$ cat config.mk
export PLATFORM = sky130hd
export DESIGN_NAME = rcc_top
export DESIGN_NICKNAME = d
export VERILOG_FILES = /design/src/rcc_pkg.sv /design/src/rcc_top.sv
export SDC_FILE = /design/constraint.sdc
export NUM_CORES = 1
export LEC_CHECK = 0
export BUFFER_PORTS_ARGS = -buffer_cell sky130_fd_sc_hd__buf_2
export CAP_MARGIN = 0
export CORE_ASPECT_RATIO = 0.75
export CORE_MARGIN = 2
export CORE_UTILIZATION = 60
export DETAILED_ROUTE_END_ITERATION = 16
export PLACE_DENSITY = 0.86
export SYNTH_ARGS = -nofsm -noshare
export SYNTH_HDL_FRONTEND = slang
export SYNTH_SLANG_ARGS = --single-unit
$ cat constraint.sdc
create_clock -name clock -period 5.5 [get_ports clock]
set_clock_uncertainty 0.15 [all_clocks]
set_input_delay 0.55 -clock clock [delete_from_list [all_inputs] [get_ports clock]]
set_output_delay 0.55 -clock clock [all_outputs]
set_load 0.05 [all_outputs]
$ cat src/rcc_pkg.sv
// Shared constants, field positions and carrier types of the clock control block
package rcc_pkg;

  ////////////////////////////////////////////////////////////////////////////
  // Clock and timing
  localparam int          CLK_HZ        = 25_000_000;
  localparam int          LOSS_TIME_NS  = 100_000;
  // Least time without an edge before the clock is called stopped, rounded up
  localparam int          LOSS_CYCLES   = (LOSS_TIME_NS * (CLK_HZ / 1_000_000) + 999) / 1000;
  localparam int          HALF_PULSES   = 16384;
  localparam int          SYNC_WINDOW   = 32;
  localparam int          SECS_PER_MIN  = 60;

  ////////////////////////////////////////////////////////////////////////////
  // Register map
  localparam int          ADDR_W        = 8;
  localparam logic [7:0]  OFF_CTRL      = 8'h00;
  localparam logic [7:0]  OFF_TIME      = 8'h04;
  localparam logic [31:0] CTRL_RESET    = 32'h0000_0000;
  localparam logic [31:0] TIME_RESET    = 32'h0000_0000;

  ////////////////////////////////////////////////////////////////////////////
  // Control register fields
  localparam int          CAL_LSB       = 16;
  localparam int          CAL_MSB       = 25;
  localparam int          ON_BIT        = 15;
  localparam int          HALT_WHEN_IDLE_BIT      = 13;
  localparam int          SEL_BIT       = 7;
  localparam int          CLKON_BIT     = 6;
  localparam int          WREN_BIT      = 3;
  localparam int          SYNC_BIT      = 2;
  localparam int          HALF_BIT      = 1;
  localparam int          OE_BIT        = 0;

  // Time register fields
  localparam int          SEC_LSB       = 8;
  localparam int          SEC_MSB       = 14;
  localparam int          MIN_LSB       = 16;
  localparam int          MIN_MSB       = 22;

  ////////////////////////////////////////////////////////////////////////////
  // Carriers
  typedef struct packed {
    logic [ADDR_W-1:0] addr;
    logic [31:0]       wdata;
    logic              wr;
    logic              rd;
  } rcc_bus_s;

  typedef struct packed {
    logic [9:0] cal;
    logic       on;
    logic       halt_when_idle;
    logic       sel;
    logic       wren;
    logic       oe;
  } rcc_ctrl_s;

endpackage : rcc_pkg

$ cat src/rcc_top.sv
// Control, calibration and output logic of the real-time clock
`timescale 1ns/100ps
module rcc_top #(
  parameter int HALF_PULSES = rcc_pkg::HALF_PULSES
) (
  input  wire logic              clock,
  input  wire logic              rst,
  input  wire rcc_pkg::rcc_bus_s bus,
  output logic [31:0]            rdata,
  input  wire logic              tick_clk_pin,
  input  wire logic              unlock_seq_open,
  input  wire logic              cpu_idle,
  input  wire logic              alarm_pulse,
  output logic                   calendar_output_pin,
  output logic                   calendar_output_pin_oe,
  output logic                   bus_clock_enable
);
  import rcc_pkg::*;

  ////////////////////////////////////////////////////////////////////////////
  // Helpers

  // Sign-extend the calibration code to the prescaler width
  function automatic logic signed [16:0] cal_ext(input logic [9:0] c);
    cal_ext = {{7{c[9]}}, c};
  endfunction : cal_ext

  localparam logic signed [16:0] HALF_LAST = 17'(HALF_PULSES - 1);
  localparam logic signed [16:0] SYNC_FROM = 17'(HALF_PULSES - SYNC_WINDOW);
  localparam logic [11:0]        LOSS_MAX  = 12'(LOSS_CYCLES);
  localparam logic [6:0]         SEC_LAST  = 7'(SECS_PER_MIN - 1);

  ////////////////////////////////////////////////////////////////////////////
  // Tick pin synchroniser; the first stage feeds only the second
  logic       sync1_reg;
  logic       sync2_reg;
  logic       sync3_reg;
  logic       tick_rise;

  always_ff @(posedge clock or posedge rst) begin
    if (rst) begin
      sync1_reg <= 1'b0;
      sync2_reg <= 1'b0;
      sync3_reg <= 1'b0;
    end else begin
      sync1_reg <= tick_clk_pin;
      sync2_reg <= sync1_reg;
      sync3_reg <= sync2_reg;
    end
  end

  assign tick_rise = sync2_reg & ~sync3_reg;

  ////////////////////////////////////////////////////////////////////////////
  // Register state
  rcc_ctrl_s  ctrl_reg;
  rcc_ctrl_s  ctrl_next;
  logic [31:0] rdata_reg;
  logic [31:0] rdata_next;
  logic       wr_ctrl;
  logic       wr_time;
  logic       rd_any;

  // Address decode
  always_comb begin
    wr_ctrl = 1'b0;
    wr_time = 1'b0;
    if (bus.wr && bus.addr == OFF_CTRL) begin
      wr_ctrl = 1'b1;
    end else if (bus.wr && bus.addr == OFF_TIME) begin
      wr_time = 1'b1;
    end
  end

  assign rd_any = bus.rd;

  ////////////////////////////////////////////////////////////////////////////
  // Time keeping state
  logic signed [16:0] presc_reg;
  logic signed [16:0] presc_next;
  logic [6:0] sec_reg;
  logic [6:0] sec_next;
  logic [6:0] min_reg;
  logic [6:0] min_next;
  logic       half_reg;
  logic       half_next;
  logic [11:0] loss_reg;
  logic [11:0] loss_next;
  logic       run;
  logic       half_end;
  logic       minute_roll;
  logic       clk_running;
  logic       pending;

  // Frozen when disabled, or when idle with halt-in-idle set
  assign run              = ctrl_reg.on & ~(ctrl_reg.halt_when_idle & cpu_idle);
  assign bus_clock_enable = ~(ctrl_reg.halt_when_idle & cpu_idle);
  assign half_end         = run & tick_rise & (presc_reg >= HALF_LAST);
  assign minute_roll      = half_end & half_reg & (sec_reg == SEC_LAST);
  assign clk_running      = ctrl_reg.on & (loss_reg < LOSS_MAX);
  assign pending          = run & (presc_reg >= SYNC_FROM) & half_reg;

  ////////////////////////////////////////////////////////////////////////////
  // Control register next value
  always_comb begin
    ctrl_next = ctrl_reg;
    if (wr_ctrl) begin
      // Only writable fields are taken; status and reserved bits drop away
      ctrl_next.cal  = bus.wdata[CAL_MSB:CAL_LSB];
      ctrl_next.halt_when_idle = bus.wdata[HALT_WHEN_IDLE_BIT];
      ctrl_next.sel  = bus.wdata[SEL_BIT];
      ctrl_next.oe   = bus.wdata[OE_BIT];
      // Enable moves only with the unlock flag already open
      if (ctrl_reg.wren) begin
        ctrl_next.on = bus.wdata[ON_BIT];
      end
      // Clearing the unlock flag is always allowed; setting needs the sequence
      if (!bus.wdata[WREN_BIT]) begin
        ctrl_next.wren = 1'b0;
      end else if (unlock_seq_open) begin
        ctrl_next.wren = 1'b1;
      end
    end
  end

  ////////////////////////////////////////////////////////////////////////////
  // Time keeping next values
  always_comb begin
    presc_next = presc_reg;
    sec_next   = sec_reg;
    min_next   = min_reg;
    half_next  = half_reg;
    loss_next  = loss_reg;
    // Watchdog on the tick pin; saturates so a dead clock stays reported
    if (tick_rise) begin
      loss_next = 12'h000;
    end else if (loss_reg < LOSS_MAX) begin
      loss_next = loss_reg + 12'h001;
    end
    if (wr_time) begin
      // Loading the time restarts the second, so the half flag goes low
      sec_next   = bus.wdata[SEC_MSB:SEC_LSB];
      min_next   = bus.wdata[MIN_MSB:MIN_LSB];
      presc_next = 17'sd0;
      half_next  = 1'b0;
    end else if (half_end) begin
      half_next  = ~half_reg;
      presc_next = 17'sd0;
      if (half_reg) begin
        if (sec_reg == SEC_LAST) begin
          sec_next = 7'h00;
          min_next = (min_reg == SEC_LAST) ? 7'h00 : min_reg + 7'h01;
          // Positive code shortens the next count, negative lengthens it
          presc_next = cal_ext(ctrl_reg.cal);
        end else begin
          sec_next = sec_reg + 7'h01;
        end
      end
    end else if (run && tick_rise) begin
      presc_next = presc_reg + 17'sd1;
    end
  end

  ////////////////////////////////////////////////////////////////////////////
  // Read data, one cycle after the strobe; unmapped addresses read zero
  always_comb begin
    rdata_next = 32'h0000_0000;
    if (rd_any && bus.addr == OFF_CTRL) begin
      rdata_next[CAL_MSB:CAL_LSB] = ctrl_reg.cal;
      rdata_next[ON_BIT]          = ctrl_reg.on;
      rdata_next[HALT_WHEN_IDLE_BIT]        = ctrl_reg.halt_when_idle;
      rdata_next[SEL_BIT]         = ctrl_reg.sel;
      rdata_next[CLKON_BIT]       = clk_running;
      rdata_next[WREN_BIT]        = ctrl_reg.wren;
      rdata_next[SYNC_BIT]        = pending;
      rdata_next[HALF_BIT]        = half_reg;
      rdata_next[OE_BIT]          = ctrl_reg.oe;
    end else if (rd_any && bus.addr == OFF_TIME) begin
      rdata_next[SEC_MSB:SEC_LSB] = sec_reg;
      rdata_next[MIN_MSB:MIN_LSB] = min_reg;
    end
  end

  ////////////////////////////////////////////////////////////////////////////
  // Registers; rst is the power-on reset, other resets never reach them
  always_ff @(posedge clock or posedge rst) begin
    if (rst) begin
      ctrl_reg  <= rcc_ctrl_s'(CTRL_RESET[14:0]);
      rdata_reg <= 32'h0000_0000;
      presc_reg <= 17'sd0;
      sec_reg   <= TIME_RESET[SEC_MSB:SEC_LSB];
      min_reg   <= TIME_RESET[MIN_MSB:MIN_LSB];
      half_reg  <= 1'b0;
      loss_reg  <= LOSS_MAX;
    end else begin
      ctrl_reg  <= ctrl_next;
      rdata_reg <= rdata_next;
      presc_reg <= presc_next;
      sec_reg   <= sec_next;
      min_reg   <= min_next;
      half_reg  <= half_next;
      loss_reg  <= loss_next;
    end
  end

  assign rdata = rdata_reg;

  ////////////////////////////////////////////////////////////////////////////
  // Output pin; registered so the pin never glitches on a select change
  logic pin_reg;
  logic pin_next;
  logic pin_oe_reg;
  logic pin_oe_next;

  always_comb begin
    pin_next    = ctrl_reg.sel ? half_reg : alarm_pulse;
    pin_oe_next = ctrl_reg.oe & ctrl_reg.on;
  end

  always_ff @(posedge clock or posedge rst) begin
    if (rst) begin
      pin_reg    <= 1'b0;
      pin_oe_reg <= 1'b0;
    end else begin
      pin_reg    <= pin_next;
      pin_oe_reg <= pin_oe_next;
    end
  end

  // Data held low while not enabled so a disabled pin shows a clean level
  assign calendar_output_pin    = pin_reg & pin_oe_reg;
  assign calendar_output_pin_oe = pin_oe_reg;

  // Checker-only count of cycles since the last synced edge, kept apart from the design's watchdog
  logic [11:0] quiet_reg;
  logic [11:0] quiet_next;

  // Saturates so a long dead spell stays visible
  always_comb begin
    quiet_next = quiet_reg;
    if (tick_rise) begin
      quiet_next = 12'h000;
    end else if (quiet_reg != 12'hFFF) begin
      quiet_next = quiet_reg + 12'h001;
    end
  end

  // Starts saturated: no edge has been seen after power-on
  always_ff @(posedge clock or posedge rst) begin
    if (rst) begin
      quiet_reg <= 12'hFFF;
    end else begin
      quiet_reg <= quiet_next;
    end
  end
endmodule : rcc_top

==> results of run 1 <==
[cell type report]
class	count	area share (%)
well taps	98	2.49
multi-input cells	349	40.4
inverters	5	0.407
clock buffers	11	2.67
flip-flops and latches	88	44.9
clock inverters	5	2.16
repair buffers	67	7.02
[report_power, final]
part | total [W] | internal [W] | switching, W
Sequential | 0.000707 | 0.000676 | 0.0000317
Clock | 0.000536 | 0.000303 | 0.000233
Combinational | 0.0000989 | 0.0000387 | 0.0000602
Total | 0.00134 | 0.00102 | 0.000325
[routing by layer]
| layer | vias to the layer above | wire, µm | track usage, % |
|---|---|---|---|
| met5 | - | 0 | 0 |
| met4 | 0 | 188 | 9.20 |
| met3 | 26 | 819 | 9.01 |
| met2 | 184 | 4930 | 42.3 |
| met1 | 1763 | 4390 | 36.7 |
| li1 | 1718 | - | - |
[layout by cell type, fill, tap and decap left out, types with 8 or more instances in the layout]
cell type / netlist / layout
a21oi_1: 19 / 19
nand2_1: 77 / 77
a31oi_1: 16 / 16
xor2_1: 8 / 8
nor2_1: 59 / 59
nand3_1: 22 / 22
nand4_1: 10 / 10
and3_1: 12 / 12
clkbuf_8: 0 / 9
and2_1: 14 / 14
buf_2: 5 / 63
mux2i_1: 11 / 11
dfrtp_1: 83 / 83
conb_1: 1 / 8
o21ai_0: 21 / 21
[cell families (layout without fill, tap and decap cells)]
family	after synthesis	count (layout)	share of synthesized area, %
flip-flops	88	88	51.0
AO/OA/AOI/OAI	79	79	11.9
other	1	8	0.0865
AND/OR/NAND/NOR	231	231	26.2
adder cells (fa/ha/maj)	5	5	1.44
XOR/XNOR	13	13	2.63
multiplexers	13	13	3.06
buffers and inverters	33	88	3.78
[how the worst min path moves through the flow]
| stage | start | end | slack [ns] |
|---|---|---|---|
| 4_1_cts | tick_clk_pin | sync1_reg$_DFF_PP0_ | 0.13 |
| 5_1_grt | tick_clk_pin | sync1_reg$_DFF_PP0_ | 0.13 |
| 6_report | tick_clk_pin | sync1_reg$_DFF_PP0_ | 0.14 |
| 2_1_floorplan | sync1_reg$_DFF_PP0_ | sync2_reg$_DFF_PP0_ | 0.18 |
| 3_5_place_dp | sync1_reg$_DFF_PP0_ | sync2_reg$_DFF_PP0_ | 0.18 |
| 3_3_place_gp | sync1_reg$_DFF_PP0_ | sync2_reg$_DFF_PP0_ | 0.18 |
[through the flow]
stage	cells	utilization, %
detailed placement	607	67.9
global route	623	71.4
floorplan	470	-
finish	623	71.4
global placement	607	67.9
CTS	623	71.4
==> results.md, run 1 <==
* CTS resizes at 0
* Fillers at 514
* I/O pin cnt at 83
* Fin area at 4920 µm²
* Layout net count at 573
* Worst setup margin at 1.87 ns
* First-pass DRT Iterations at 6
* Placement-stage worst setup slack at 1.96 ns
* Yosys top cell by area: dfrtp_1
* Mapped Cells at 463
* Vias per cell at 5.92
* Syn Area/Cell at 9.36 µm²
* Area growth, synth to finish at 13.6%
* TNS Setup at 0 ns
* RSZ-0062 raised after global routing: no
* DPL Wire Length at 6.94 mm
* Most instantiated cells after synthesis: dfrtp_1 (83), nand2_1 (77), nor2_1 (59)
* Pwr Total at 0.00134 W
* DR vias at 3,691
* Largest delay share family, worst path: simple AND/OR/NAND/NOR gates
* WP data required at 5.60 ns
* Kind of end point of the critical path: register
* Worst Hold Class: input port to register
* Synth Flop Type: dfrtp_1
* Worst-path cell chain: nor2b_1 > nand3_1 > nor2_1 > buf_4 > and2_1 > o21ai_0 > a32o_1
* Vias in the first global route at 3,609
* Most common cell in the synthesized netlist: dfrtp_1
* Drt drc at 0
* WS Path Type: register to register
* CP arrival at 3.73 ns
* Critical path capture point: presc_reg[12]$_DFFE_PP0P_
* Min Tclk post-route at 3.63 ns
* Status: finished clean
* Largest net degree at the start of global routing at 89
* Gpl congestion at 0.898
* CP Depth at 7
* Post-synthesis sequential area ratio at 51.0%
* CP bufs+invs at 1
* Final WL at 10.3 mm
* Multi-input logic area at 1990 µm²
* Max FFs per register at 24
* Cts hold-fix bufs at 0
* Synth top area share at 47.9%
* Postcts setup bufs at 0
* Total grt overflow at 0
* Crit-path slowest cell: nand3_1
* Clock buffer depth at 2
* Worst VDD drop at 0.167 mV
* Starting density of the core at 62.8%
* I/O Buffers at 63
* Tcrit/Tclk final at 65.9%
* Initial antenna violation count at 0
* Worst hold margin at 0.140 ns
* Unique masters post-synth at 52
* Normalized max-slew margin at 30.3%
* Core region area at 6900 µm²
* Area after DPL at 4680 µm²
* EDFF count, synth at 0
* Ant. Diodes at 0
* Post-synth ARST share at 100%
* Die width at 102 µm
* CP Launch Type: register
* Crit path launch: sync3_reg$_DFF_PP0_
* Slew at the pin closest to its max-slew limit at 1.05 ns
* Row cnt at 26
* CP Max Fanout at 21
* Die Span Y at 77.6 µm
* Worst R2R Start: sync3_reg$_DFF_PP0_
* FF/Latch Area at 2210 µm²
* Syn Std Cell Area at 4330 µm²
* DIE AREA at 7920 µm²
* Worst skew pair latency at 0.37 ns
* CTS sink count at 88
* R2R Setup Slk at 1.87 ns
* Synth top area cells: dfrtp_1 (48%), nand2_1 (6.7%), nor2_1 (5.1%), dfstp_2 (3.0%), mux2i_1 (2.5%)
* R2r worst-path depth at 7
* WHS Path Cells at 1
* Drt wl/cell at 16.6 µm
* Initial DRC count at 306
* Max-cap violations at 0
* Slew Viols, Final at 0
* Share of cells above drive strength 1 at 18.9%
* H-tree Lvls at 3
* CTS Root Cell: clkbuf_8
* Fin. Hold Viols at 0
* Post-route ant nets at 0
* Reg-to-Reg End: presc_reg[12]$_DFFE_PP0P_
* Setup Viol. Count Final at 0
* #FFs+latches synth at 88
* Max stage delay on crit path at 0.75 ns
* FMAX at 276 MHz
* Lkg Pwr at 2.33 nW
* CTS tree: built
* PD cells at 273 nW/µm²
* Clk pin slew, worst setup/hold paths at 0.07 ns
* GRT Resource Usage Total at 27.4%
* Synthesis Warnings at 0
* Global-route wire length before repair at 16.8 mm
* CTS Buf Count at 9
(Power assumes the default switching activity.)
==> run 2, diff against run 1 <==
--- a/config.mk
+++ b/config.mk
@@ -9,9 +9,9 @@
 export CAP_MARGIN = 0
 export CORE_ASPECT_RATIO = 0.75
 export CORE_MARGIN = 2
-export CORE_UTILIZATION = 60
+export CORE_UTILIZATION = 50
 export DETAILED_ROUTE_END_ITERATION = 16
-export PLACE_DENSITY = 0.86
+export PLACE_DENSITY = 0.76
 export SYNTH_ARGS = -nofsm -noshare
 export SYNTH_HDL_FRONTEND = slang
 export SYNTH_SLANG_ARGS = --single-unit
==> constraint.sdc (replaced) <==
create_clock -name clock -period 3.15 [get_ports clock]
set_clock_uncertainty 0.15 [all_clocks]
set_input_delay 0.315 -clock clock [delete_from_list [all_inputs] [get_ports clock]]
set_output_delay 0.315 -clock clock [all_outputs]
set_load 0.05 [all_outputs]
==> results.md, run 2 (synthesis results as in run 1) <==
* PD cells at 497 nW/µm² (+82%)
* Pwr Total at 0.00253 W (+89%)
* CTS tree: built
* Max-cap violations at 0 (unchanged)
* I/O pin cnt at 83 (unchanged)
* H-tree Lvls at 3 (unchanged)
* Die width at 111 µm (+9.2%)
* Clk pin slew, worst setup/hold paths at 0.07 ns (about the same)
* Final WL at 10.4 mm (+0.75%)
* Drt drc at 0 (unchanged)
* Worst VDD drop at 0.273 mV (+64%)
* Kind of end point of the critical path: register
* R2R Setup Slk at 0.56 ns (-1.32 ns)
* Area growth, synth to finish at 17.6%
* R2r worst-path depth at 7 (unchanged)
* Global-route wire length before repair at 17.9 mm (+5.9%)
* Post-route ant nets at 0 (unchanged)
* Critical path capture point: sec_reg[4]$_DFFE_PP0P_
* Lkg Pwr at 2.43 nW (+4.1%)
* CP Max Fanout at 9 (-57%)
* Worst Hold Class: input port to register
* Slew at the pin closest to its max-slew limit at 0.555 ns (-0.490 ns)
* Initial DRC count at 331 (+8.2%)
* Total grt overflow at 0 (unchanged)
* Postcts setup bufs at 0 (unchanged)
* Cell count after placement at 626 (+3.1%)
* Layout Cells excl Fill at 644 (+3.4%)
* Worst skew pair latency at 0.35 ns (-0.02 ns)
* Starting density of the core at 51.3% (-12 points)
* FMAX at 386 MHz (+40%)
* Share of cells above drive strength 1 at 20.5% (+1.7 points)
* GRT Resource Usage Total at 23.3% (-4.1 points)
* Core Util, Final at 60.3% (-11 points)
* Gpl congestion at 0.907 (+0.95%)
* Fin. Hold Viols at 0 (unchanged)
* WHS Path Cells at 3 (+2)
* RSZ-0062 raised after global routing: no
* Vias in the first global route at 3,724 (+3.2%)
* Ant. Diodes at 0 (unchanged)
* Initial antenna violation count at 0 (unchanged)
* Most frequent cells in the layout: dfrtp_1 (83), nand2_1 (77), buf_2 (63)
* Largest net degree at the start of global routing at 36 (-60%)
* Setup Viol. Count Final at 0 (unchanged)
* Normalized max-slew margin at 62.7% (+32 points)
* DPL Wire Length at 7.23 mm (+4.2%)
* CTS Root Cell: clkbuf_16
* CTS Buf Count at 9 (unchanged)
* I/O Buffers at 63 (unchanged)
* Layout net count at 584 (+1.9%)
* Drt wl/cell at 16.2 µm (-2.5%)
* Slew Viols, Final at 0 (unchanged)
* CP Launch Type: register
* TNS Setup at 0 ns (unchanged)
* First-pass DRT Iterations at 8 (+2)
* Core region area at 8450 µm² (+23%)
* Min Tclk post-route at 2.59 ns (-1.03 ns)
* Row cnt at 29 (+12%)
* Worst R2R Start: presc_reg[8]$_DFFE_PP0P_
* CP arrival at 2.71 ns (-1.02 ns)
* DR vias at 3,681 (-0.27%)
* Reg-to-Reg End: sec_reg[4]$_DFFE_PP0P_
* Max FFs per register at 24 (unchanged)
* DIE AREA at 9430 µm² (+19%)
* Tcrit/Tclk final at 82.3% (+16 points)
* WS Path Type: register to register
* Die Span Y at 84.6 µm (+9.1%)
* Status: finished clean
* Commonest non-fill, non-tap cell in the layout: dfrtp_1
* WP data required at 3.27 ns (-2.33 ns)
* CTS sink count at 88 (unchanged)
* Crit path launch: presc_reg[8]$_DFFE_PP0P_
* Vias per cell at 5.72 (-3.5%)
* Clock buffer depth at 2 (unchanged)
-- run 2: power breakdown --
group          leakage [nW]  switching (W)  internal (W)
Combinational          1.08       0.000107     0.0000718
Sequential             1.19      0.0000561       0.00118
Clock                 0.155       0.000471      0.000648
Total                  2.43       0.000634       0.00190
-- run 2: worst min-delay path by stage --
stage          slack, ns                 from                       to
2_1_floorplan       0.18  sync1_reg$_DFF_PP0_      sync2_reg$_DFF_PP0_
3_3_place_gp        0.16                  rst       rdata[3]$_DFF_PP0_
3_5_place_dp        0.17                  rst       rdata[3]$_DFF_PP0_
4_1_cts            0.006               bus[9]  ctrl_reg[2]$_DFFE_PP0P_
5_1_grt             0.01               bus[9]  ctrl_reg[2]$_DFFE_PP0P_
6_report           0.007               bus[9]  ctrl_reg[2]$_DFFE_PP0P_
-- run 2: area by class of cell --
cell class / count / area (µm²)
fillers: 709 / 3360
flip-flops and latches: 88 / 2210
multi-input cells: 349 / 1990
repair buffers: 78 / 433
clock buffers: 10 / 239
well taps: 108 / 135
clock inverters: 6 / 72.6
inverters: 5 / 20.0
-- run 2: repair_timing --
| item | CTS | global route |
|---|---|---|
| hold buffers | 2 | 0 |
| gates resized for setup | 0 | 0 |
| endpoints found under the hold margin | 23 | 0 |
-- run 2: stage by stage --
stage | worst slack, ns | area, µm² | hold WS, ns
6_report | 0.558 | 5090 | 0.00674
5_1_grt | 0.405 | 5090 | 0.0107
4_1_cts | 0.582 | 5090 | 0.00648
3_5_place_dp | 0.599 | 4760 | 0.166
3_3_place_gp | 0.631 | 4760 | 0.156
2_1_floorplan | 0.415 | 4360 | 0.181
-- run 2: layer usage --
| layer | track usage (%) | up-vias | routed length (µm) |
|---|---|---|---|
| li1 | - | 1742 | - |
| met1 | 32.3 | 1751 | 4630 |
| met2 | 36.5 | 173 | 4800 |
| met3 | 5.27 | 15 | 853 |
| met4 | 8.19 | 0 | 126 |
| met5 | 0 | - | 0 |
-- run 2: worst max-delay path: stages (launching register included) --
cell     delay [ns]
dfrtp_1        0.44
and4_1         0.25
nand4_2        0.21
o31ai_4        0.45
buf_4          0.25
nand3_2        0.19
or3_1          0.42
a31oi_1        0.16
